===== src/verilog/olmpc_pkg.sv =====
// Register map, field layout and constants of the one-line-mode port configuration block
package olmpc_pkg;
   // Register indices and byte addresses
   localparam int OLMPC_IDX_FUNC = 3;
   localparam int OLMPC_IDX_IFMT = 4;
   localparam int OLMPC_IDX_MISC = 5;
   localparam int OLMPC_IDX_CTRL = 6;
   localparam int OLMPC_IDX_STAT = 7;
   localparam logic [7:0] OLMPC_ADDR_FUNC = 8'(OLMPC_IDX_FUNC * 4);
   localparam logic [7:0] OLMPC_ADDR_IFMT = 8'(OLMPC_IDX_IFMT * 4);
   localparam logic [7:0] OLMPC_ADDR_MISC = 8'(OLMPC_IDX_MISC * 4);
   localparam logic [7:0] OLMPC_ADDR_CTRL = 8'(OLMPC_IDX_CTRL * 4);
   localparam logic [7:0] OLMPC_ADDR_STAT = 8'(OLMPC_IDX_STAT * 4);
   // Functional mode fields
   localparam int OLMPC_POS_DAC_SPEED = 0;
   localparam int OLMPC_POS_ADC_SPEED = 2;
   localparam int OLMPC_POS_ADC_CLK_SEL = 4;
   // Interface format fields
   localparam int OLMPC_POS_SERIAL_FORMAT = 0;
   localparam int OLMPC_POS_ADC_OL = 4;
   localparam int OLMPC_POS_DAC_OL = 6;
   // Misc control fields
   localparam int OLMPC_POS_DAC_MASTER = 0;
   localparam int OLMPC_POS_ADC_MASTER = 1;
   localparam int OLMPC_POS_EXT_SRC = 2;
   // Control fields
   localparam int OLMPC_POS_CFG_SEL = 0;
   localparam int OLMPC_POS_PORT_EN = 1;
   // Status fields
   localparam int OLMPC_POS_VALID = 0;
   localparam int OLMPC_POS_DAC_SEEN = 1;
   localparam int OLMPC_POS_ADC_SEEN = 2;
   // Speed, one-line and config select codes
   localparam logic [1:0] OLMPC_SINGLE_SPEED = 2'h0;
   localparam logic [1:0] OLMPC_DOUBLE_SPEED = 2'h1;
   localparam logic [1:0] OLMPC_QUAD_SPEED = 2'h2;
   localparam logic [1:0] OLMPC_OL_NONE = 2'h0;
   localparam logic [1:0] OLMPC_OL_ONE = 2'h1;
   localparam logic [1:0] OLMPC_OL_TWO = 2'h2;
   localparam logic OLMPC_CFG_THREE = 1'h0;
   localparam logic OLMPC_CFG_FOUR = 1'h1;
   // Reset values
   localparam logic [1:0] OLMPC_RST_SPEED = 2'h0;
   localparam logic [2:0] OLMPC_RST_FORMAT = 3'h0;
   localparam logic [1:0] OLMPC_RST_OL = 2'h0;
   localparam logic OLMPC_RST_BIT = 1'h0;
   // Capacity figures and synchroniser width
   localparam logic [2:0] OLMPC_SIX_CH = 3'h6;
   localparam logic [2:0] OLMPC_TWO_CH = 3'h2;
   localparam logic [4:0] OLMPC_ADC_BITS_CFG3 = 5'h14;
   localparam logic [4:0] OLMPC_BITS_FULL = 5'h18;
   localparam logic [1:0] OLMPC_INPUTS_ONE_LINE = 2'h1;
   localparam logic [1:0] OLMPC_INPUTS_CFG4 = 2'h2;
   localparam logic [1:0] OLMPC_INPUTS_PLAIN = 2'h3;
   localparam int OLMPC_SYNC_WIDTH = 2;
endpackage : olmpc_pkg


===== src/verilog/olmpc_sync.sv =====
// Two-flop synchroniser for asynchronous pin levels
`timescale 1ns/1ps
`default_nettype none
module olmpc_sync #(
   parameter int WIDTH = 1
) (
   input wire logic clk_i,
   input wire logic rst_n_i,
   input wire logic [WIDTH-1:0] d_i,
   output logic [WIDTH-1:0] q_o
);
   logic [WIDTH-1:0] meta_r;
   logic [WIDTH-1:0] sync_r;
   always_ff @(posedge clk_i) begin
      if (!rst_n_i) begin
         meta_r <= '0;
         sync_r <= '0;
      end else begin
         meta_r <= d_i;
         sync_r <= meta_r;
      end
   end
   assign q_o = sync_r;
endmodule : olmpc_sync
`default_nettype wire


===== src/verilog/olmpc_top.sv =====
// One-line-mode serial port configuration registers, validity check and clock routing
// Behaviour
// - Config three: six DAC, six ADC channels, ADC 20-bit, DAC 24-bit, 48 kHz.
// - Config three: ADC data output clocked by ADC port; port rates may differ.
// - Config three: each speed field takes single, double or quad; frame clocks independent.
// - Serial format applies only while neither port is in one-line mode.
// - Config four: six DAC channels on two inputs, two ADC channels, 24-bit.
// - Config four: clock select picks DAC port or ADC port clocks for ADC output.
// - Config four: DAC and ADC ports may run at different sample rates.
// - External source bit one means DAC port clocks, zero ADC port clocks.
//
// The placing of the registers and the APB interface to the registers were chosen for this implementation.
`timescale 1ns/1ps
`default_nettype none
module olmpc_top
   import olmpc_pkg::*;
(
   input wire logic CORE_CLK_I,
   input wire logic RST_N_I,
   input wire logic PSEL_I,
   input wire logic PENABLE_I,
   input wire logic PWRITE_I,
   input wire logic [7:0] PADDR_I,
   input wire logic [31:0] PWDATA_I,
   output logic [31:0] PRDATA_O,
   output logic PREADY_O,
   output logic PSLVERR_O,
   input wire logic DAC_FRAME_CLOCK_I,
   input wire logic ADC_FRAME_CLOCK_I,
   output logic ADC_OUT_CLK_FROM_ADC_O,
   output logic EXT_ADC_CLK_FROM_DAC_O,
   output logic DAC_PORT_MASTER_O,
   output logic ADC_PORT_MASTER_O,
   output logic [1:0] DAC_SPEED_O,
   output logic [1:0] ADC_SPEED_O,
   output logic [1:0] DAC_ONE_LINE_O,
   output logic [1:0] ADC_ONE_LINE_O,
   output logic [2:0] SERIAL_FORMAT_O,
   output logic SERIAL_FORMAT_EN_O,
   output logic CONFIG_FAULT_O,
   output logic PORTS_ENABLE_O,
   output logic [2:0] DAC_CHANNELS_O,
   output logic [2:0] ADC_CHANNELS_O,
   output logic [4:0] DAC_SAMPLE_BITS_O,
   output logic [4:0] ADC_SAMPLE_BITS_O,
   output logic [1:0] DAC_DATA_INPUTS_O
);
   typedef struct packed {
      logic [31:0] prdata;
      logic [1:0] dac_speed_field;
      logic [1:0] adc_speed_field;
      logic adc_clk_sel;
      logic [2:0] serial_format_field;
      logic [1:0] adc_one_line_field;
      logic [1:0] dac_one_line_field;
      logic dac_port_master_select;
      logic adc_port_master_select;
      logic external_adc_clock_source;
      logic cfg_sel;
      logic port_en;
      logic valid;
      logic fmt_en;
      logic dac_seen;
      logic adc_seen;
      logic [1:0] frame_prev;
      logic [2:0] dac_ch;
      logic [2:0] adc_ch;
      logic [4:0] dac_bits;
      logic [4:0] adc_bits;
      logic [1:0] dac_inputs;
   } olmpc_state_type;

   olmpc_state_type st_r;
   olmpc_state_type st_nxt;
   logic [1:0] frame_sync;
   logic mapped;
   logic wr_en;
   logic [1:0] frame_edge;
   logic speed_ok;
   logic dac_ol_ok;
   logic cfg3_ok;
   logic cfg4_ok;
   logic cfg_ok;

   olmpc_sync #(.WIDTH(OLMPC_SYNC_WIDTH)) u_frame_sync (
      .clk_i(CORE_CLK_I),
      .rst_n_i(RST_N_I),
      .d_i({ADC_FRAME_CLOCK_I, DAC_FRAME_CLOCK_I}),
      .q_o(frame_sync)
   );

   assign mapped = (PADDR_I == OLMPC_ADDR_FUNC) || (PADDR_I == OLMPC_ADDR_IFMT) || (PADDR_I == OLMPC_ADDR_MISC) ||
                   (PADDR_I == OLMPC_ADDR_CTRL) || (PADDR_I == OLMPC_ADDR_STAT);
   assign wr_en = PSEL_I && PENABLE_I && PWRITE_I && mapped;
   assign frame_edge = frame_sync ^ st_r.frame_prev;

   assign speed_ok = (st_r.dac_speed_field != 2'h3) && (st_r.adc_speed_field != 2'h3);
   assign dac_ol_ok = (st_r.dac_one_line_field == OLMPC_OL_NONE) ||
                      ((st_r.dac_one_line_field == OLMPC_OL_ONE) && (st_r.dac_speed_field != OLMPC_QUAD_SPEED)) ||
                      ((st_r.dac_one_line_field == OLMPC_OL_TWO) && (st_r.dac_speed_field == OLMPC_SINGLE_SPEED));
   assign cfg3_ok = st_r.adc_clk_sel && st_r.dac_port_master_select && !st_r.external_adc_clock_source &&
                    ((st_r.adc_one_line_field == OLMPC_OL_NONE) ||
                     ((st_r.adc_one_line_field == OLMPC_OL_ONE) && (st_r.adc_speed_field == OLMPC_SINGLE_SPEED)));
   assign cfg4_ok = (st_r.adc_one_line_field == OLMPC_OL_NONE) && !st_r.external_adc_clock_source;
   assign cfg_ok = speed_ok && dac_ol_ok && ((st_r.cfg_sel == OLMPC_CFG_FOUR) ? cfg4_ok : cfg3_ok);

   always_comb begin
      st_nxt = st_r;
      st_nxt.frame_prev = frame_sync;
      st_nxt.valid = cfg_ok;
      st_nxt.fmt_en = (st_r.dac_one_line_field == OLMPC_OL_NONE) && (st_r.adc_one_line_field == OLMPC_OL_NONE);
      if (st_r.cfg_sel == OLMPC_CFG_FOUR) begin
         st_nxt.dac_ch = OLMPC_SIX_CH;
         st_nxt.adc_ch = OLMPC_TWO_CH;
         st_nxt.dac_bits = OLMPC_BITS_FULL;
         st_nxt.adc_bits = OLMPC_BITS_FULL;
         st_nxt.dac_inputs = OLMPC_INPUTS_CFG4;
      end else begin
         st_nxt.dac_ch = OLMPC_SIX_CH;
         st_nxt.adc_ch = OLMPC_SIX_CH;
         st_nxt.dac_bits = OLMPC_BITS_FULL;
         st_nxt.adc_bits = OLMPC_ADC_BITS_CFG3;
         st_nxt.dac_inputs = (st_r.dac_one_line_field == OLMPC_OL_NONE) ? OLMPC_INPUTS_PLAIN : OLMPC_INPUTS_ONE_LINE;
      end
      // Read data captured in the setup phase
      if (PSEL_I && !PENABLE_I) begin
         st_nxt.prdata = '0;
         case (PADDR_I)
            OLMPC_ADDR_FUNC: begin
               st_nxt.prdata[OLMPC_POS_DAC_SPEED +: 2] = st_r.dac_speed_field;
               st_nxt.prdata[OLMPC_POS_ADC_SPEED +: 2] = st_r.adc_speed_field;
               st_nxt.prdata[OLMPC_POS_ADC_CLK_SEL] = st_r.adc_clk_sel;
            end
            OLMPC_ADDR_IFMT: begin
               st_nxt.prdata[OLMPC_POS_SERIAL_FORMAT +: 3] = st_r.serial_format_field;
               st_nxt.prdata[OLMPC_POS_ADC_OL +: 2] = st_r.adc_one_line_field;
               st_nxt.prdata[OLMPC_POS_DAC_OL +: 2] = st_r.dac_one_line_field;
            end
            OLMPC_ADDR_MISC: begin
               st_nxt.prdata[OLMPC_POS_DAC_MASTER] = st_r.dac_port_master_select;
               st_nxt.prdata[OLMPC_POS_ADC_MASTER] = st_r.adc_port_master_select;
               st_nxt.prdata[OLMPC_POS_EXT_SRC] = st_r.external_adc_clock_source;
            end
            OLMPC_ADDR_CTRL: begin
               st_nxt.prdata[OLMPC_POS_CFG_SEL] = st_r.cfg_sel;
               st_nxt.prdata[OLMPC_POS_PORT_EN] = st_r.port_en;
            end
            OLMPC_ADDR_STAT: begin
               st_nxt.prdata[OLMPC_POS_VALID] = st_r.valid;
               st_nxt.prdata[OLMPC_POS_DAC_SEEN] = st_r.dac_seen;
               st_nxt.prdata[OLMPC_POS_ADC_SEEN] = st_r.adc_seen;
            end
            default: begin
               st_nxt.prdata = '0;
            end
         endcase
      end
      if (wr_en) begin
         case (PADDR_I)
            OLMPC_ADDR_FUNC: begin
               st_nxt.dac_speed_field = PWDATA_I[OLMPC_POS_DAC_SPEED +: 2];
               st_nxt.adc_speed_field = PWDATA_I[OLMPC_POS_ADC_SPEED +: 2];
               st_nxt.adc_clk_sel = PWDATA_I[OLMPC_POS_ADC_CLK_SEL];
            end
            OLMPC_ADDR_IFMT: begin
               st_nxt.serial_format_field = PWDATA_I[OLMPC_POS_SERIAL_FORMAT +: 3];
               st_nxt.adc_one_line_field = PWDATA_I[OLMPC_POS_ADC_OL +: 2];
               st_nxt.dac_one_line_field = PWDATA_I[OLMPC_POS_DAC_OL +: 2];
            end
            OLMPC_ADDR_MISC: begin
               st_nxt.dac_port_master_select = PWDATA_I[OLMPC_POS_DAC_MASTER];
               st_nxt.adc_port_master_select = PWDATA_I[OLMPC_POS_ADC_MASTER];
               st_nxt.external_adc_clock_source = PWDATA_I[OLMPC_POS_EXT_SRC];
            end
            OLMPC_ADDR_CTRL: begin
               st_nxt.cfg_sel = PWDATA_I[OLMPC_POS_CFG_SEL];
               st_nxt.port_en = PWDATA_I[OLMPC_POS_PORT_EN];
            end
            default: begin
               st_nxt.cfg_sel = st_r.cfg_sel;
            end
         endcase
      end
      // independent frame activity, set wins over clear
      st_nxt.dac_seen = (st_r.dac_seen && !(wr_en && (PADDR_I == OLMPC_ADDR_STAT) && PWDATA_I[OLMPC_POS_DAC_SEEN]))
                        || frame_edge[0];
      st_nxt.adc_seen = (st_r.adc_seen && !(wr_en && (PADDR_I == OLMPC_ADDR_STAT) && PWDATA_I[OLMPC_POS_ADC_SEEN]))
                        || frame_edge[1];
   end

   always_ff @(posedge CORE_CLK_I) begin
      if (!RST_N_I) begin
         st_r <= '0;
         st_r.dac_speed_field <= OLMPC_RST_SPEED;
         st_r.adc_speed_field <= OLMPC_RST_SPEED;
         st_r.serial_format_field <= OLMPC_RST_FORMAT;
         st_r.adc_one_line_field <= OLMPC_RST_OL;
         st_r.dac_one_line_field <= OLMPC_RST_OL;
         st_r.external_adc_clock_source <= OLMPC_RST_BIT;
      end else begin
         st_r <= st_nxt;
      end
   end

   assign PRDATA_O = st_r.prdata;
   assign PREADY_O = 1'b1;
   assign PSLVERR_O = PSEL_I && PENABLE_I && !mapped;
   assign ADC_OUT_CLK_FROM_ADC_O = st_r.adc_clk_sel;
   assign EXT_ADC_CLK_FROM_DAC_O = st_r.external_adc_clock_source;
   assign DAC_PORT_MASTER_O = st_r.dac_port_master_select;
   assign ADC_PORT_MASTER_O = st_r.adc_port_master_select;
   assign DAC_SPEED_O = st_r.dac_speed_field;
   assign ADC_SPEED_O = st_r.adc_speed_field;
   assign DAC_ONE_LINE_O = st_r.dac_one_line_field;
   assign ADC_ONE_LINE_O = st_r.adc_one_line_field;
   assign SERIAL_FORMAT_O = st_r.serial_format_field;
   assign SERIAL_FORMAT_EN_O = st_r.fmt_en;
   assign CONFIG_FAULT_O = !st_r.valid;
   assign PORTS_ENABLE_O = st_r.port_en && st_r.valid;
   assign DAC_CHANNELS_O = st_r.dac_ch;
   assign ADC_CHANNELS_O = st_r.adc_ch;
   assign DAC_SAMPLE_BITS_O = st_r.dac_bits;
   assign ADC_SAMPLE_BITS_O = st_r.adc_bits;
   assign DAC_DATA_INPUTS_O = st_r.dac_inputs;

   unmapped_err_a: assert property (@(posedge CORE_CLK_I) disable iff (!RST_N_I)
      (PSEL_I && PENABLE_I && !mapped) |-> (PSLVERR_O && PREADY_O))
      else $error("unmapped access not flagged");
   write_effect_a: assert property (@(posedge CORE_CLK_I) disable iff (!RST_N_I)
      (wr_en && (PADDR_I == OLMPC_ADDR_FUNC)) |=> (DAC_SPEED_O == $past(PWDATA_I[OLMPC_POS_DAC_SPEED +: 2])))
      else $error("speed write lost");
   format_gate_a: assert property (@(posedge CORE_CLK_I) disable iff (!RST_N_I)
      RST_N_I |=> (SERIAL_FORMAT_EN_O ==
                   ($past(DAC_ONE_LINE_O) == OLMPC_OL_NONE && $past(ADC_ONE_LINE_O) == OLMPC_OL_NONE)))
      else $error("format gate wrong");
   cfg3_adc_two_a: assert property (@(posedge CORE_CLK_I) disable iff (!RST_N_I)
      (st_r.cfg_sel == OLMPC_CFG_THREE && ADC_ONE_LINE_O == OLMPC_OL_TWO) [*2] |-> CONFIG_FAULT_O && !PORTS_ENABLE_O)
      else $error("adc mode two accepted in config three");
   cfg3_master_a: assert property (@(posedge CORE_CLK_I) disable iff (!RST_N_I)
      (st_r.cfg_sel == OLMPC_CFG_THREE && !DAC_PORT_MASTER_O) [*2] |-> CONFIG_FAULT_O)
      else $error("slave dac port accepted in config three");
   cfg4_adc_ol_a: assert property (@(posedge CORE_CLK_I) disable iff (!RST_N_I)
      (st_r.cfg_sel == OLMPC_CFG_FOUR && ADC_ONE_LINE_O != OLMPC_OL_NONE) [*2] |-> CONFIG_FAULT_O)
      else $error("adc one-line accepted in config four");
   cfg4_capacity_a: assert property (@(posedge CORE_CLK_I) disable iff (!RST_N_I)
      ($past(RST_N_I) && $past(st_r.cfg_sel) == OLMPC_CFG_FOUR) |->
      (ADC_CHANNELS_O == OLMPC_TWO_CH && DAC_DATA_INPUTS_O == OLMPC_INPUTS_CFG4))
      else $error("config four capacity wrong");
   cfg3_capacity_a: assert property (@(posedge CORE_CLK_I) disable iff (!RST_N_I)
      ($past(RST_N_I) && $past(st_r.cfg_sel) == OLMPC_CFG_THREE) |->
      (ADC_SAMPLE_BITS_O == OLMPC_ADC_BITS_CFG3 && ADC_CHANNELS_O == OLMPC_SIX_CH))
      else $error("config three capacity wrong");
   seen_set_wins_a: assert property (@(posedge CORE_CLK_I) disable iff (!RST_N_I)
      frame_edge[0] |=> st_r.dac_seen)
      else $error("dac frame activity lost");
   ext_clear_a: assert property (@(posedge CORE_CLK_I) disable iff (!RST_N_I)
      (EXT_ADC_CLK_FROM_DAC_O && $stable(EXT_ADC_CLK_FROM_DAC_O)) |-> CONFIG_FAULT_O || !$past(st_r.valid))
      else $error("external source one accepted");
endmodule : olmpc_top
`default_nettype wire


===== config.mk =====
export PLATFORM = sky130hd
export DESIGN_NAME = olmpc_top
export DESIGN_NICKNAME = d
export VERILOG_FILES = /design/src/verilog/olmpc_pkg.sv /design/src/verilog/olmpc_sync.sv /design/src/verilog/olmpc_top.sv
export SDC_FILE = /design/constraint.sdc
export NUM_CORES = 1
export LEC_CHECK = 0
export ABC_AREA = 1
export BUFFER_PORTS_ARGS = -buffer_cell sky130_fd_sc_hd__buf_2
export CORE_ASPECT_RATIO = 0.7
export CORE_MARGIN = 2
export CORE_UTILIZATION = 44
export DETAILED_ROUTE_END_ITERATION = 8
export GPL_TIMING_DRIVEN = 0
export PLACE_DENSITY_LB_ADDON = 0.05
export SYNTH_ARGS = -nofsm -noshare
export SYNTH_HDL_FRONTEND = slang
export SYNTH_SLANG_ARGS = --single-unit

===== constraint.sdc =====
create_clock -name CORE_CLK_I -period 1.3 [get_ports CORE_CLK_I]
set_input_delay 0.13 -clock CORE_CLK_I [delete_from_list [all_inputs] [get_ports CORE_CLK_I]]
set_output_delay 0.13 -clock CORE_CLK_I [all_outputs]
set_load 0.005 [all_outputs]

==> qor.csv <==
stage,metric,value,unit
outcome,status,finished clean,
power,total power,2520,uW
route,Post-Route WL,4790,um
power,register share of total power,50.1,%
global_route,total global routing overflow,0,
finish,share of layout cells above drive strength 1,37.9,%
route,Top Layer Used,met4,
finish,Layout Utilization,59.4,%
route,via count,1922,
setup_path,Critical Path Start Type,input pin,
global_route,initial antenna violation count,0,
route,wire per inst,10.7,um
floorplanning,overall die height,62.2,um
synth,synthesized flop and latch total,40,
job,maximum capacitance violations,0,
finish,FF+latch area,801,sq um
min_path,hold path start,DAC_FRAME_CLOCK_I,
clock_network,CTS max path bufs,2,
floorplanning,Core Box Area,4700,sq um
setup_path,largest fanout on the critical path,8,
synth,cell area after synthesis,2130,sq um
place,# port buffers,60,
global_route,vias in the first global route,1611,
finish,n_diodes,0,
place,routability-driven placement congestion ratio,0.892,
timing,clk_skew,0.00358,ns
setup_path,R2R depth,6,
floorplanning,Boundary Pins,117,
finish,final net count,437,
power,Pwr Density,902,nW/um^2
floorplanning,die area,5410,sq um
min_path,Worst Hold Depth,3,
timing,slew margin rel.,57.8,%
power,Combinational Power Share,11.4,%
finish,finished layout cell area,2790,sq um
place,Area after DPL,2610,sq um
floorplanning,num rows,21,
min_path,worst min-delay path category,in2reg,
finish,filler instances,471,
clock_network,CTS H-Tree Depth,2,
timing,Fmax achieved,813,MHz
setup_path,Reg2Reg Launch Point,DAC_SPEED_O[1],
synth,"Seq/Total Area, Yosys",37.7,%
place,placed cell count,434,
route,metal3 WL,346,um
synth,Synth Warn #,0,
synth,Synth cell types,23,
setup_path,critical path class,in2reg,
synth,"top cells by area, synth","dfxtp_1, buf_4, nand2_1",
power,Clock Power Share,38.5,%
place,pre-CTS WS,-0.230,ns
synth,most frequent cells after synthesis,"buf_4, dfxtp_1, nand2_1, inv_1, a21oi_1",
route,met2 routed WL,2090,um
timing,Setup-failing EPs final,0,
power,P_sw,550,uW
synth,top_reg_cell synth,dfxtp_1,
timing,"Slew Viols, Final",0,
route,Routed Antenna Nets,0,
floorplanning,starting density of the core,45.2,%
global_route,first-pass GRT wire length,7330,um
route,Iter 0 DRT Violations,119,
clock_network,clock-pin slew on the worst setup and hold paths,0.07,ns
route,DRC viols,0,
synth,async set-or-reset flop fraction in the synthesized netlist,0,%
setup_path,critical path launch point,PADDR_I[0],
route,Met1 Wirelength,2340,um
finish,area of the multi-input gates,847,sq um
power,Int Power,1970,uW
route,1st-pass router iterations,4,
power,Switching Share,21.8,%
timing,Worst Tran Pin Value,0.631,ns
clock_network,cts bufs inserted,5,
place,placed wire-length estimate,3650,um
timing,Final Hold Fails,0,
clock_network,Root Driver,clkbuf_8,
setup_path,critical path arrival,1.45,ns
global_route,largest net degree at the start of global routing,13,
power,peak supply drop,761,uV
synth,most frequent cell after synthesis,buf_4,
floorplanning,DIE WIDTH,87.1,um
synth,"EDFF count, synth",0,
route,vias per cell,4.29,
clock_network,CTS tree,built,
setup_path,Worst Path Required,1.52,ns
power,LEAKAGE,0.00156,uW
synth,Avg Synthesized Cell Area,7.41,sq um
synth,synthesized instance count,287,
setup_path,CP Capture Type,flip-flop,
timing,Setup WS post-layout,0.0701,ns
clock_network,CTS sink count,40,
synth,post-synth top area cell,dfxtp_1,
timing,min cycle time layout,1.23,ns
global_route,Total GRT Usage,17.2,%
finish,P&R area growth vs syn,31.3,%
timing,Final period util,94.6,%
finish,Final Non-Filler Cells,448,
clock_network,clk_lat worst skew,0.28,ns
synth,post-synth top area share,37.7,%
flip-flops by register name, indices dropped and copies added, names as in the netlist:
signal,count
ADC_CHANNELS_O,1
ADC_ONE_LINE_O,2
ADC_OUT_CLK_FROM_ADC_O,1
ADC_PORT_MASTER_O,1
ADC_SAMPLE_BITS_O,2
ADC_SPEED_O,2
DAC_DATA_INPUTS_O,2
DAC_ONE_LINE_O,2
DAC_PORT_MASTER_O,1
DAC_SPEED_O,2
EXT_ADC_CLK_FROM_DAC_O,1
PRDATA_O,8
SERIAL_FORMAT_EN_O,1
SERIAL_FORMAT_O,3
st_r,7
u_frame_sync.meta_r,2
u_frame_sync.q_o,2
worst paths after layout:
| path | end | slack [ns] |
|---|---|---|
| worst min register to register | u_frame_sync.q_o[1] | 0.41 |
| worst max register to register | PRDATA_O[1] | 0.29 |
| worst min-delay path | u_frame_sync.meta_r[0] | 0.03 |
| worst max-delay path | DAC_SPEED_O[1] | 0.07 |
repair_timing:
item,4_1_cts,5_1_grt
resized for setup,0,5
buffers inserted,0,6
setup endpoints to repair,0,14
hold buffers,0,0
per-stage QoR:
stage / setup TNS [ns] / hold WS [ns]
floorplan: 0 / 0.158
global placement: -2.96 / 0.311
detailed placement: -3.02 / 0.321
CTS: 0 / 0.0196
global route: -0.00370 / 0.0271
finish: 0 / 0.0255
layer usage:
| metal | global-route usage (%) | up-vias |
|---|---|---|
| met2 | 25.1 | 62 |
| met5 | 0 | - |
| met4 | 4.10 | 0 |
| met1 | 25.3 | 838 |
| li1 | - | 1020 |
| met3 | 4.26 | 2 |
cell families (layout without fill, tap and decap cells):
| logic type | Yosys count | in the layout | synth area share, % |
|---|---|---|---|
| buffers and inverters | 100 | 174 | 28.7 |
| AND/OR/NAND/NOR | 87 | 87 | 19.2 |
| AO/OA/AOI/OAI | 56 | 56 | 13.2 |
| flip-flops | 40 | 40 | 37.7 |
| other | 2 | 32 | 0.353 |
| XOR/XNOR | 2 | 2 | 0.824 |
area by class of cell:
type,count,area share (%)
Buffer,66,17.3
Sequential cell,40,28.7
Tap cell,57,2.55
Clock inverter,2,1.26
Multi-Input combinational cell,177,30.3
Inverter,34,4.57
Clock buffer,6,2.60
Timing Repair Buffer,66,12.7
worst max-delay path: stages:
cell      delay [ns]
buf_2           0.09
inv_1           0.05
nand2_2         0.09
nor2_4          0.18
nand2_2         0.13
nand2_2         0.11
nand2_4         0.12
nor2_4          0.17
clkbuf_2        0.18
o21ai_1         0.07
a21oi_1         0.11
cell usage in the layout (no fill, tap or decap), drive strengths merged, types with 2 or more instances in the layout:
master / synthesis / routed
a21oi: 27 / 27
buf: 63 / 128
clkbuf: 3 / 10
clkinv: 1 / 2
conb: 2 / 32
dfxtp: 40 / 40
inv: 33 / 33
nand2: 43 / 43
nand3: 18 / 18
nor2: 20 / 20
nor3: 2 / 2
nor4: 2 / 2
o21ai: 28 / 28
xnor2: 2 / 2
power groups by stage:
| stage | logic [uW] | clock network, uW | registers (uW) |
|---|---|---|---|
| floorplan | 194 | 0 | 1290 |
| global placement | 274 | 0 | 1290 |
| detailed placement | 276 | 0 | 1290 |
| CTS | 277 | 998 | 1260 |
| global route | 319 | 1040 | 1260 |
| finish | 288 | 970 | 1260 |
No activity file was read; power rests on OpenSTA's default activity.
